===== src/design/load_switch_pkg.sv =====
package load_switch_pkg;
    // switch indices
    localparam int SW_LOW = 0;
    localparam int SW_FIVE = 1;
    localparam int SW_HIGH = 2;
    localparam int NUM_SWITCHES = 3;
    localparam int NUM_RAILS = 5;

    // positions of the analog flags in the synchronizer vector
    localparam int FLG_CORE_GOOD = 0;
    localparam int FLG_IO_GOOD = 1;
    localparam int FLG_SYS_LOW = 2;
    localparam int FLG_UV_LOW = 3;
    localparam int FLG_UV_HYS_LOW = 4;
    localparam int FLG_PFAIL = 5;
    localparam int FLG_BIAS_LOW = 6;
    localparam int FLG_COIN_HI = 7;
    localparam int FLG_MAIN_HI = 8;
    localparam int FLG_FAST_SLEW = 9;
    localparam int FLG_FIVE_IN_LOW = 10;
    localparam int FLG_LIMIT = 11;
    localparam int FLG_OTEMP = 14;
    localparam int NUM_FLAGS = 17;

    // power-manager state codes presented by the sequencer
    localparam logic [2:0] PMIC_OFF = 3'h0;
    localparam logic [2:0] PMIC_AWAIT = 3'h1;
    localparam logic [2:0] PMIC_ACTIVE = 3'h2;
    localparam logic [2:0] PMIC_SUSPEND = 3'h3;
    localparam logic [2:0] PMIC_RECOVERY = 3'h4;

    // reset values
    localparam logic [2:0] SWITCH_ON_RESET = 3'h0;
    localparam logic [1:0] LIMIT_RESET = 2'h0;

    // input dip persistence before undervoltage shutdown
    localparam int CLK_MHZ = 100;
    localparam int UV_DIP_TIME_US = 5000;
    localparam int UV_DIP_CYCLES = UV_DIP_TIME_US * CLK_MHZ;
    localparam int UV_CNT_W = 20;

    typedef enum logic [0:0] {
        PATH_MAIN = 1'b0,
        PATH_COIN = 1'b1
    } path_t;
endpackage


===== src/design/load_switch_powerfail_ctrl.sv =====
// Contract
// - backup power good is high only while both backup bucks regulate
// - backup rail faults never start power-down, disable rails or touch main good
// - system supply under 2.5 V resets core, kills rails, discharges converters and LDO
// - each load switch follows its own enable bit
// - low-voltage switch obeys sequencer and host; others obey host only
// - discharge enable, default off, grounds a disabled switch output
// - power-fail trip disables each switch whose shed bit is set
// - a shed switch stays off until host re-enables it; a sequencer on also re-enables the low-voltage switch here
// - current limiting raises overcurrent interrupt while switch stays on
// - local overtemperature forces switch off, holds fault bit, recovers itself
// - two-bit field picks five-volt limit; overcurrent reported by interrupt
// - five-volt input under 2.7 V forces switch off and sets fault
// - two-bit field picks one of four high-voltage switch limits
// - undervoltage dip shuts down only after 5 ms; recovery level follows slew
// - power-fail trip starts power-down only when shutdown enable is one
// - power-fail comparator has no interrupt or status bit
// - powered-up states always select the main backup input
// - off state picks the higher input with 150 mV hysteresis
// - bias below internal regulator forces off state and main backup input
`timescale 1ns/1ps
module load_switch_powerfail_ctrl #(
    parameter int UV_DIP_LIMIT = load_switch_pkg::UV_DIP_CYCLES
) (
    input wire logic i_clk_sys,
    input wire logic i_rst_n,
    input wire logic i_core_buck_good,
    input wire logic i_io_buck_good,
    input wire logic i_sys_below_min,
    input wire logic i_uv_below,
    input wire logic i_uv_below_hys,
    input wire logic i_powerfail_sense_input,
    input wire logic i_bias_below_regulator,
    input wire logic i_coin_cell_higher,
    input wire logic i_main_backup_higher,
    input wire logic i_fast_slew,
    input wire logic i_five_volt_in_low,
    input wire logic [load_switch_pkg::NUM_SWITCHES-1:0] i_switch_limiting,
    input wire logic [load_switch_pkg::NUM_SWITCHES-1:0] i_switch_overtemp,
    input wire logic [2:0] i_pmic_state,
    input wire logic i_seq_low_on,
    input wire logic i_seq_low_off,
    input wire logic i_enable_write,
    input wire logic [load_switch_pkg::NUM_SWITCHES-1:0] i_enable_wdata,
    input wire logic [load_switch_pkg::NUM_SWITCHES-1:0] i_switch_discharge_enable,
    input wire logic [load_switch_pkg::NUM_SWITCHES-1:0] i_switch_shed_on_fail,
    input wire logic [1:0] i_five_volt_limit_select,
    input wire logic [1:0] i_high_voltage_limit_select,
    input wire logic i_shutdown_on_fail_enable,
    input wire logic [load_switch_pkg::NUM_SWITCHES-1:0] i_overcurrent_clear,
    input wire logic [load_switch_pkg::NUM_SWITCHES-1:0] i_fault_clear,
    output logic o_backup_power_good,
    output logic [load_switch_pkg::NUM_SWITCHES-1:0] o_switch_on_bit,
    output logic [load_switch_pkg::NUM_SWITCHES-1:0] o_switch_gate,
    output logic [load_switch_pkg::NUM_SWITCHES-1:0] o_switch_discharge,
    output logic [load_switch_pkg::NUM_SWITCHES-1:0] o_switch_overcurrent_irq,
    output logic [load_switch_pkg::NUM_SWITCHES-1:0] o_switch_fault_irq,
    output logic [1:0] o_five_volt_limit,
    output logic [1:0] o_high_voltage_limit,
    output logic o_start_powerdown,
    output logic o_core_reset,
    output logic o_force_off,
    output logic [load_switch_pkg::NUM_RAILS-1:0] o_rail_discharge,
    output logic o_path_coin_cell
);
    import load_switch_pkg::*;

    logic [NUM_FLAGS-1:0] raw_flags;
    logic [NUM_FLAGS-1:0] meta_flags;
    logic [NUM_FLAGS-1:0] flags;
    logic pfail_prev;
    logic pfail_rise;
    logic core_clear;
    logic [NUM_SWITCHES-1:0] forced_off;
    logic [NUM_SWITCHES-1:0] shed_now;
    logic [NUM_SWITCHES-1:0] next_on;
    logic [UV_CNT_W-1:0] uv_count;
    logic uv_dip;
    logic uv_recovered;
    logic uv_expired;
    logic slow_slew;
    logic powered_up;
    path_t path_sel;
    path_t next_path;

    assign raw_flags = {i_switch_overtemp, i_switch_limiting, i_five_volt_in_low, i_fast_slew,
                        i_main_backup_higher, i_coin_cell_higher, i_bias_below_regulator,
                        i_powerfail_sense_input, i_uv_below_hys, i_uv_below, i_sys_below_min,
                        i_io_buck_good, i_core_buck_good};

    // two-stage synchronizer; only the second stage is read
    always_ff @(posedge i_clk_sys)
    begin
        if (!i_rst_n)
        begin
            meta_flags <= '0;
            flags <= '0;
        end
        else
        begin
            meta_flags <= raw_flags;
            flags <= meta_flags;
        end
    end

    // collapse of supply or bias acts like a core reset on the enable, gate, interrupt, limit, dip timer and power-down registers
    assign core_clear = flags[FLG_SYS_LOW] | flags[FLG_BIAS_LOW];
    assign pfail_rise = flags[FLG_PFAIL] & ~pfail_prev;
    assign powered_up = (i_pmic_state != PMIC_OFF);

    // backup good is a plain and of both bucks, registered once more after the sync stages
    always_ff @(posedge i_clk_sys)
    begin
        if (!i_rst_n)
            o_backup_power_good <= 1'b0;
        else
            o_backup_power_good <= flags[FLG_CORE_GOOD] & flags[FLG_IO_GOOD];
    end

    // backup good feeds nothing else here, so its faults cannot shut anything down
    assign o_rail_discharge = {NUM_RAILS{o_core_reset}};

    // local protection holds the gate off without touching the enable bit
    always_comb
    begin
        forced_off = flags[FLG_OTEMP +: NUM_SWITCHES];
        forced_off[SW_FIVE] = forced_off[SW_FIVE] | flags[FLG_FIVE_IN_LOW];
    end

    // shedding only clears enable bits, so recovery needs a fresh host write, or a sequencer on for the low-voltage switch
    assign shed_now = {NUM_SWITCHES{flags[FLG_PFAIL]}} & i_switch_shed_on_fail;

    // enable register: host write, sequencer on low-voltage switch, then shedding
    always_comb
    begin
        next_on = o_switch_on_bit;
        if (i_enable_write)
            next_on = i_enable_wdata;
        if (i_seq_low_on)
            next_on[SW_LOW] = 1'b1;
        if (i_seq_low_off)
            next_on[SW_LOW] = 1'b0;
        next_on = next_on & ~shed_now;
    end

    always_ff @(posedge i_clk_sys)
    begin
        if (!i_rst_n || core_clear)
            o_switch_on_bit <= SWITCH_ON_RESET;
        else
            o_switch_on_bit <= next_on;
    end

    // gate and discharge are registered so the pins never glitch between them
    always_ff @(posedge i_clk_sys)
    begin
        if (!i_rst_n || core_clear)
        begin
            o_switch_gate <= '0;
            o_switch_discharge <= '0;
        end
        else
        begin
            o_switch_gate <= next_on & ~forced_off;
            o_switch_discharge <= i_switch_discharge_enable & ~(next_on & ~forced_off);
        end
    end

    // sticky interrupts; a new event in the clearing cycle wins
    always_ff @(posedge i_clk_sys)
    begin
        if (!i_rst_n || core_clear)
        begin
            o_switch_overcurrent_irq <= '0;
            o_switch_fault_irq <= '0;
        end
        else
        begin
            o_switch_overcurrent_irq <= (o_switch_overcurrent_irq & ~i_overcurrent_clear)
                                        | flags[FLG_LIMIT +: NUM_SWITCHES];
            o_switch_fault_irq <= (o_switch_fault_irq & ~i_fault_clear) | forced_off;
        end
    end

    // current limit selections, latched so the analog trim sees stable codes
    always_ff @(posedge i_clk_sys)
    begin
        if (!i_rst_n || core_clear)
        begin
            o_five_volt_limit <= LIMIT_RESET;
            o_high_voltage_limit <= LIMIT_RESET;
        end
        else
        begin
            o_five_volt_limit <= i_five_volt_limit_select;
            o_high_voltage_limit <= i_high_voltage_limit_select;
        end
    end

    // slew class is caught while off, then fixes the recovery level for the on period
    always_ff @(posedge i_clk_sys)
    begin
        if (!i_rst_n)
            slow_slew <= 1'b0;
        else if (!powered_up)
            slow_slew <= ~flags[FLG_FAST_SLEW];
    end

    assign uv_dip = flags[FLG_UV_LOW];
    assign uv_recovered = slow_slew ? ~flags[FLG_UV_HYS_LOW] : ~flags[FLG_UV_LOW];
    assign uv_expired = (uv_count == UV_CNT_W'(UV_DIP_LIMIT - 1));

    // dip timer: runs from the dip up to UV_DIP_LIMIT - 1, then holds there and requests power-down each cycle until recovery
    always_ff @(posedge i_clk_sys)
    begin
        if (!i_rst_n || core_clear || !powered_up)
            uv_count <= '0;
        else if (uv_recovered)
            uv_count <= '0;
        else if ((uv_dip || uv_count != '0) && !uv_expired)
            uv_count <= uv_count + UV_CNT_W'(1);
    end

    // power-down request; no power-fail state is exposed anywhere else
    always_ff @(posedge i_clk_sys)
    begin
        if (!i_rst_n || core_clear)
            o_start_powerdown <= 1'b0;
        else
            o_start_powerdown <= (pfail_rise & i_shutdown_on_fail_enable)
                                 | (uv_expired & ~uv_recovered & powered_up);
    end

    always_ff @(posedge i_clk_sys)
    begin
        if (!i_rst_n)
        begin
            o_core_reset <= 1'b0;
            o_force_off <= 1'b0;
            pfail_prev <= 1'b0;
        end
        else
        begin
            o_core_reset <= core_clear;
            o_force_off <= flags[FLG_BIAS_LOW];
            pfail_prev <= flags[FLG_PFAIL];
        end
    end

    // backup power path; hysteresis lives in the analog comparators
    always_comb
    begin
        next_path = path_sel;
        case (path_sel)
            PATH_MAIN:
                if (flags[FLG_COIN_HI])
                    next_path = PATH_COIN;
            PATH_COIN:
                if (flags[FLG_MAIN_HI])
                    next_path = PATH_MAIN;
            default:
                next_path = PATH_MAIN;
        endcase
        if (powered_up || flags[FLG_BIAS_LOW])
            next_path = PATH_MAIN;
    end

    always_ff @(posedge i_clk_sys)
    begin
        if (!i_rst_n)
            path_sel <= PATH_MAIN;
        else
            path_sel <= next_path;
    end

    assign o_path_coin_cell = (path_sel == PATH_COIN);
endmodule


===== config.mk =====
export PLATFORM = sky130hd
export DESIGN_NAME = load_switch_powerfail_ctrl
export DESIGN_NICKNAME = d
export VERILOG_FILES = /design/src/design/load_switch_pkg.sv /design/src/design/load_switch_powerfail_ctrl.sv
export SDC_FILE = /design/constraint.sdc
export NUM_CORES = 1
export LEC_CHECK = 0
export ABC_AREA = 1
export BUFFER_PORTS_ARGS = -buffer_cell sky130_fd_sc_hd__buf_4
export CORE_ASPECT_RATIO = 1.1
export CORE_MARGIN = 2
export CORE_UTILIZATION = 35
export DETAILED_ROUTE_END_ITERATION = 8
export PLACE_DENSITY = 0.67
export SYNTH_ARGS = -nofsm -noshare
export SYNTH_HDL_FRONTEND = slang
export SYNTH_SLANG_ARGS = --single-unit

===== constraint.sdc =====
create_clock -name i_clk_sys -period 1.85 [get_ports i_clk_sys]
set_input_delay 0.37 -clock i_clk_sys [delete_from_list [all_inputs] [get_ports i_clk_sys]]
set_output_delay 0.37 -clock i_clk_sys [all_outputs]
set_load 0.05 [all_outputs]

Yosys cells after proc, flatten, opt, wreduce, memory -nomap -nowiden
Index checks and enable logic that the tools add are counted.
Widths: inputs -> output; s select.
Operators by class
  eq/ne operators: 1
  muxes and demuxes: 7
  bitwise logic cells: 28
  reductions and logical operators: 12
  add/sub/neg operators: 1
Operator list (number)
  $add 20x1->20 const B: 1
  $eq 20x19->1 const B: 1
  $reduce_bool 20->1: 1
  $and 3x3->3: 6
  $not 3->3: 5
  $not 1->1: 7
  $or 3x3->3: 2
  $and 1x1->1: 5
  $mux 1: 5
  $logic_or 1x1->1: 4
  $reduce_or 2->1: 2
  $logic_not 1->1: 3
  $mux 3: 1
  $or 1x1->1: 3
  $reduce_bool 3->1: 1
  $pmux 1 s2: 1
  $logic_and 1x1->1: 1
Storage, ports and cells
  output and inout port bits: 29
  input bits: 45
  word-level logic and storage cells: 66
  register bits after elaboration: 80

Depth between registers and ports, before layout
Gate-level depths: netlist (run 1).
  depth in word-level cells: 7
  mapped depth: 9

Worst setup path after synthesis (run 1)
No wires, ideal clock.
  path kind: register to register
  start: register uv_count[0]
  end: register uv_count[16]
  required time: 1.728 ns
  path buffers: 0
  data arrival time: 1.304 ns
  slack: 0.424 ns
  cell stages (with the launch flop): 7
  period minus slack after synthesis: 1.426 ns
  cell sequence: dfxtp_1 > ha_1 > nand3_1 > inv_1 > nand2_1 > o21ai_0 > a21oi_2
Between the ends
  word-level cells in the longest chain between the ends: 3
Ends and longest elaborated chain
  start, declared: line load_switch_powerfail_ctrl.sv:77  | logic [UV_CNT_W-1:0] uv_count;
  start signal, assigned: line load_switch_powerfail_ctrl.sv:221  | uv_count <= uv_count + UV_CNT_W'(1);
  parallel branches: the longest is 3 deep, another holds $add 20x1->20
Several ways; the timed one is not identified.
A chain may end at the register's enable or synchronous reset.

Worst setup path in the final report (run 1)
  start: register uv_count[0]
  end: register uv_count[2]
The elaborated chain is that of the path after synthesis.

==> results of run 1 <==
critical path: cells and delay by family (launching register included):
kind / cells / cell delay, ps
AND/OR/NAND/NOR: 5 / 790
flip-flops: 1 / 480
adder cells (fa/ha/maj): 1 / 210
AO/OA/AOI/OAI: 1 / 70
worst max path at each step:
| stage | from | end | cells after the start |
|---|---|---|---|
| 6_report | uv_count[0] | uv_count[2] | 7 |
| 3_5_place_dp | uv_count[0] | uv_count[16] | 6 |
| 3_3_place_gp | uv_count[0] | uv_count[3] | 7 |
| 5_1_grt | uv_count[0] | uv_count[16] | 6 |
| 2_1_floorplan | uv_count[0] | uv_count[16] | 6 |
| 4_1_cts | uv_count[0] | uv_count[2] | 7 |
registers in the layout, indices dropped and copies added (netlist names), 2 cells and up:
register	count
flags	17
meta_flags	17
o_five_volt_limit	2
o_high_voltage_limit	2
o_switch_discharge	3
o_switch_fault_irq	3
o_switch_gate	3
o_switch_on_bit	3
o_switch_overcurrent_irq	3
uv_count	20
kinds of logic after synthesis:
| logic type | Yosys count | synth area share, % |
|---|---|---|
| AND/OR/NAND/NOR | 202 | 27.7 |
| buffers and inverters | 90 | 11.6 |
| flip-flops | 80 | 51.1 |
| AO/OA/AOI/OAI | 40 | 7.46 |
| XOR/XNOR | 5 | 1.40 |
| adder cells (fa/ha/maj) | 2 | 0.798 |
through the flow:
step	instance area (um2)	hold slack [ps]	power (mW)	utilization [%]	std cells
finish	3980	192	3.46	45.3	612
CTS	3980	179	3.49	45.3	612
global placement	3780	388	2.18	43.0	596
floorplan	3140	383	2.04	-	419
detailed placement	3780	390	2.18	43.0	596
global route	3980	178	3.59	45.3	612
metal layers:
metal / vias up / share of wire [%] / GRT usage, %
met5: - / 0 / 0
met1: 1217 / 42 / 16.9
met2: 102 / 49 / 22.9
li1: 1425 / - / -
met4: 0 / 3.1 / 8.47
met3: 23 / 5.9 / 4.71
power breakdown:
group	switching [mW]	internal (mW)	leakage [nW]
clock	0.669	0.648	0.103
sequential	0.0214	1.78	0.655
combinational	0.202	0.135	1.20
cells in the final DEF (no fill, tap or decap), types with 2 or more instances in the layout:
master | Yosys | final
nor3_1 | 3 | 3
a21oi_2 | 6 | 6
inv_1 | 75 | 75
or2_2 | 3 | 3
nand2_1 | 90 | 90
o21a_1 | 2 | 2
o21ai_0 | 8 | 8
nand3_1 | 22 | 22
dfxtp_1 | 80 | 80
inv_6 | 0 | 2
a21oi_1 | 21 | 21
nand4_1 | 9 | 9
nand3b_1 | 3 | 3
xnor2_1 | 3 | 3
xor2_1 | 2 | 2
nor2_1 | 68 | 68
ha_1 | 2 | 2
buf_4 | 6 | 77
clkbuf_8 | 0 | 9
clkinv_4 | 0 | 2
layout make-up:
cell class | instances | area [um2]
timing repair buffer | 77 | 578
multi-input combinational | 249 | 1170
clock inverter | 6 | 76.3
tap | 114 | 143
inverter | 76 | 285
fill | 891 | 4800
sequential | 80 | 1600
clock buffer | 10 | 128
synth_stat cells:
library cell  number
a211oi_1           1
nor2_1            68
a21oi_2            6
o21a_1             2
a21oi_1           21
nor3_2             1
buf_2              3
nor3_4             1
clkbuf_1           3
xor2_1             2
buf_4              6
nor3_1             3
nand2_1           90
ha_1               2
nand3_1           22
and2_2             1
dfxtp_1           80
nand4_1            9
o211ai_1           1
or2_2              3
nand3_4            1
nand3b_1           3
inv_1             75
o22ai_1            1
buf_1              2
o21ai_0            8
xnor2_1            3
inv_2              1
==> results.toml, run 1 <==
[grt]
grt_max_degree = 40
grtUsageTotal_pct = 14.3
grt-ovfl-total = 0
grt_pass1_wl_um = 10900
antenna_found_initial = 0
grt_pass1_vias = 2533

[clocking]
h-tree-depth = 3
cts-root-buf = "clkbuf_8"
numCtsBuffers = 9
clk_pin_slew_ps = 90
holdBufCountCts = 0
cts_buffer_depth = 2
cts_resized = 0
post_cts_buffers = 0
cts_tree = "yes"
cts_sinks = 80
clk_latency_ps = 350

[yosys]
synthCells = 419
synth_area_per_cell_um2 = 7.48
synth_fp_nets = 466
synth_area_mm2 = 0.00314
yosysTopAreaCell = "dfxtp_1"
yosysWarnings = 0
synth_area_leaders = "dfxtp_1, nand2_1, inv_1"
synth_top_area_share_pct = 51.1
synth_seq_cells = 80
synth.distinct_cells = 28
seq_area_frac_synth_pct = 51.1

[timing]
rsz0062_at_grt = "false"
slew_viol_final = 0
setup_tns_ps = 0
worstMarginPinSlew_ps = 366
timing.fmax_ghz = 0.615
hold_violations = 0
fin_ws_ps = 224
relSlewSlack_pct = 75.6
setup_viol = 0
fin_skew_ps = 11.1
fin_crit_sh_pct = 87.9
fin_crit_ps = 1630

[critical_path]
reg2reg_slack_ps = 220
cp.arrival_ps = 1910
criticalPathCategory = "reg2reg"
critPathSlowestCell = "dfxtp_1"
r2r_end = "uv_count[2]"
cp-end-kind = "register"
cp-start-kind = "register"
crit_path_frequent_cell = "nor2_1"
cp.required_ps = 2130
crit_fanout = 8
slowest_delay_ps = 480
worstPathCellList = "ha_1 -> nand3_1 -> nor2_1 -> nand2_1 -> nor2_1 -> a21oi_1 -> nor2_1"
regToRegStartpoint = "uv_count[0]"
reg2reg_depth = 7

[power]
p_leak_nw = 1.96
power_density_mw_per_mm2 = 868
vdd_ir_drop_max_mv = 0.540

[placement]
io_buffers = 73
gp_congestion = 0.899
pre_cts_ws_ps = 266
place_hpwl_um = 5050

[layout]
nets = 540
syn_to_final_growth_pct = 27.0
drive_gt1_share_pct = 21.3
antenna_cells = 0

[min_path]
min_from = "i_sys_below_min"
hp-class = "in2reg"
whs_path_depth = 3
worstHoldEndpoint = "meta_flags[2]"

[detailed_routing]
drt_iter0_drc = 148
post-route-drc-count = 0
wl_per_cell_um = 11.1
ant_nets = 0
totalWireLength_um = 6770
via_per_inst = 4.52
vias = 2767
firstDrtPassIters = 5

[floorplanning]
die_x_um = 94.2
core_mm2 = 0.00878
die_area_mm2 = 0.00973
ioPinCount = 74
start_util_pct = 35.7
die_y_um = 103
rows = 36

[run]
cap_viol_max_count = 0

[run_status]
status = "finished clean"
Note: power is estimated with default switching activity, not from simulation.
==> run 2, diff against run 1 <==
==> constraint.sdc (replaced) <==
create_clock -name i_clk_sys -period 1.8 [get_ports i_clk_sys]
set_input_delay 0.36 -clock i_clk_sys [delete_from_list [all_inputs] [get_ports i_clk_sys]]
set_output_delay 0.36 -clock i_clk_sys [all_outputs]
set_load 0.05 [all_outputs]
==> results.toml, run 2 (synthesis results as in run 1) <==
[run_status]
status = "finished clean"

[floorplanning]
ioPinCount = 74
die_x_um = 94.2
start_util_pct = 35.7
die_area_mm2 = 0.00973
rows = 36
core_mm2 = 0.00878
die_y_um = 103

[critical_path]
path_delay_family = "flip-flops"
cp-end-kind = "register"
criticalPathCategory = "reg2reg"
regToRegStartpoint = "uv_count[0]"
slowest_delay_ps = 460
worstPathCellList = "ha_1 -> nand3_1 -> inv_1 -> nand2_1 -> o21ai_0 -> a21oi_2"
cp.arrival_ps = 1800
crit_fanout = 8
cp-start-kind = "register"
startpoint = "uv_count[0]"
path_buf_inv = 1
cp.required_ps = 2030
critPathSlowestCell = "dfxtp_1"

[clocking]
clk_pin_slew_ps = 80
post_cts_buffers = 0
clk_latency_ps = 350
cts_buffer_depth = 2
cts_sinks = 80
cts_tree = "yes"
numCtsBuffers = 9
cts_resized = 0
cts-root-buf = "clkbuf_8"
h-tree-depth = 3
holdBufCountCts = 0

[layout]
nets = 540
drive_gt1_share_pct = 21.5
final_common_cell = "nand2_1"
syn_to_final_growth_pct = 27.0
final_area_mm2 = 0.00398
utilization_pct = 45.3
top_regs = "uv_count (20), flags (17), meta_flags (17)"
top_register = "uv_count"
layout_common_cells = "nand2_1, dfxtp_1, buf_4"
largest_reg_flops = 20
antenna_cells = 0

[timing]
setup_tns_ps = 0
holdWs_ps = 188
rsz0062_at_grt = "false"
fin_crit_sh_pct = 87.5
worstMarginPinSlew_ps = 379
timing.fmax_ghz = 0.635
fin_crit_ps = 1570
fin_ws_ps = 226
relSlewSlack_pct = 74.7
slew_viol_final = 0
hold_violations = 0
setup_viol = 0
fin_skew_ps = 8.51

[detailed_routing]
post-route-drc-count = 0
ant_nets = 0
totalWireLength_um = 6770
drt_iter0_drc = 125
wl_per_cell_um = 11.1
vias = 2739
firstDrtPassIters = 4
via_per_inst = 4.48

[placement]
placed_cell_area_mm2 = 0.00378
gp_congestion = 0.913
pre_cts_ws_ps = 261
io_buffers = 73
place_hpwl_um = 5170

[grt]
grtUsageTotal_pct = 14.3
grt_pass1_wl_um = 10900
grt_pass1_vias = 2532
antenna_found_initial = 0
grt_max_degree = 40
grt-ovfl-total = 0

[power]
vdd_ir_drop_max_mv = 0.695
power_density_mw_per_mm2 = 886
p_leak_nw = 1.96

[min_path]
min_from = "i_sys_below_min"
hp-class = "in2reg"

[run]
cap_viol_max_count = 0
-- run 2: cell types whose count changed in the layout (fill, tap and decap cells not counted), sizes merged --
cell	change
clkinvlp	+1
clkinv	+1
inv	-1
clkbuf	-1
-- run 2: path summary, 6_finish.rpt --
path / endpoint / slack (ps) / depth (start not counted)
worst min-delay path: meta_flags[2] / 190 / 3
worst max-delay path: uv_count[16] / 230 / 6
worst min register to register: o_path_coin_cell / 410 / 1
worst max register to register: uv_count[16] / 230 / 6
-- run 2: metrics by stage --
step                      power, mW  instances
after floorplan                2.10        419
after global routing           3.68        612
after global placement         2.24        596
after detailed placement       2.24        596
final                          3.53        612
after CTS                      3.59        612
-- run 2: per-layer routing --
layer / vias up / track usage [%] / wire, um
met1: 1235 / 16.7 / 2840
li1: 1422 / - / -
met5: - / 0 / 0
met3: 17 / 4.49 / 382
met2: 65 / 24.1 / 3360
met4: 0 / 6.91 / 189
-- run 2: tightest hold or removal path, stage by stage --
cell	delay, ps
buf_4	80
nand2_1	40
inv_1	40
-- run 2: final cells by class --
class / count / area [um2]
tap: 114 / 143
multi-input combinational: 249 / 1170
fill: 883 / 4800
clock buffer: 9 / 124
clock inverter: 7 / 80.1
timing repair buffer: 77 / 578
sequential: 80 / 1600
inverter: 76 / 285
-- run 2: where the power goes --
part	internal [mW]	switching, mW
Clock	0.657	0.671
Combinational	0.139	0.208
Sequential	1.83	0.0215
Total	2.63	0.900
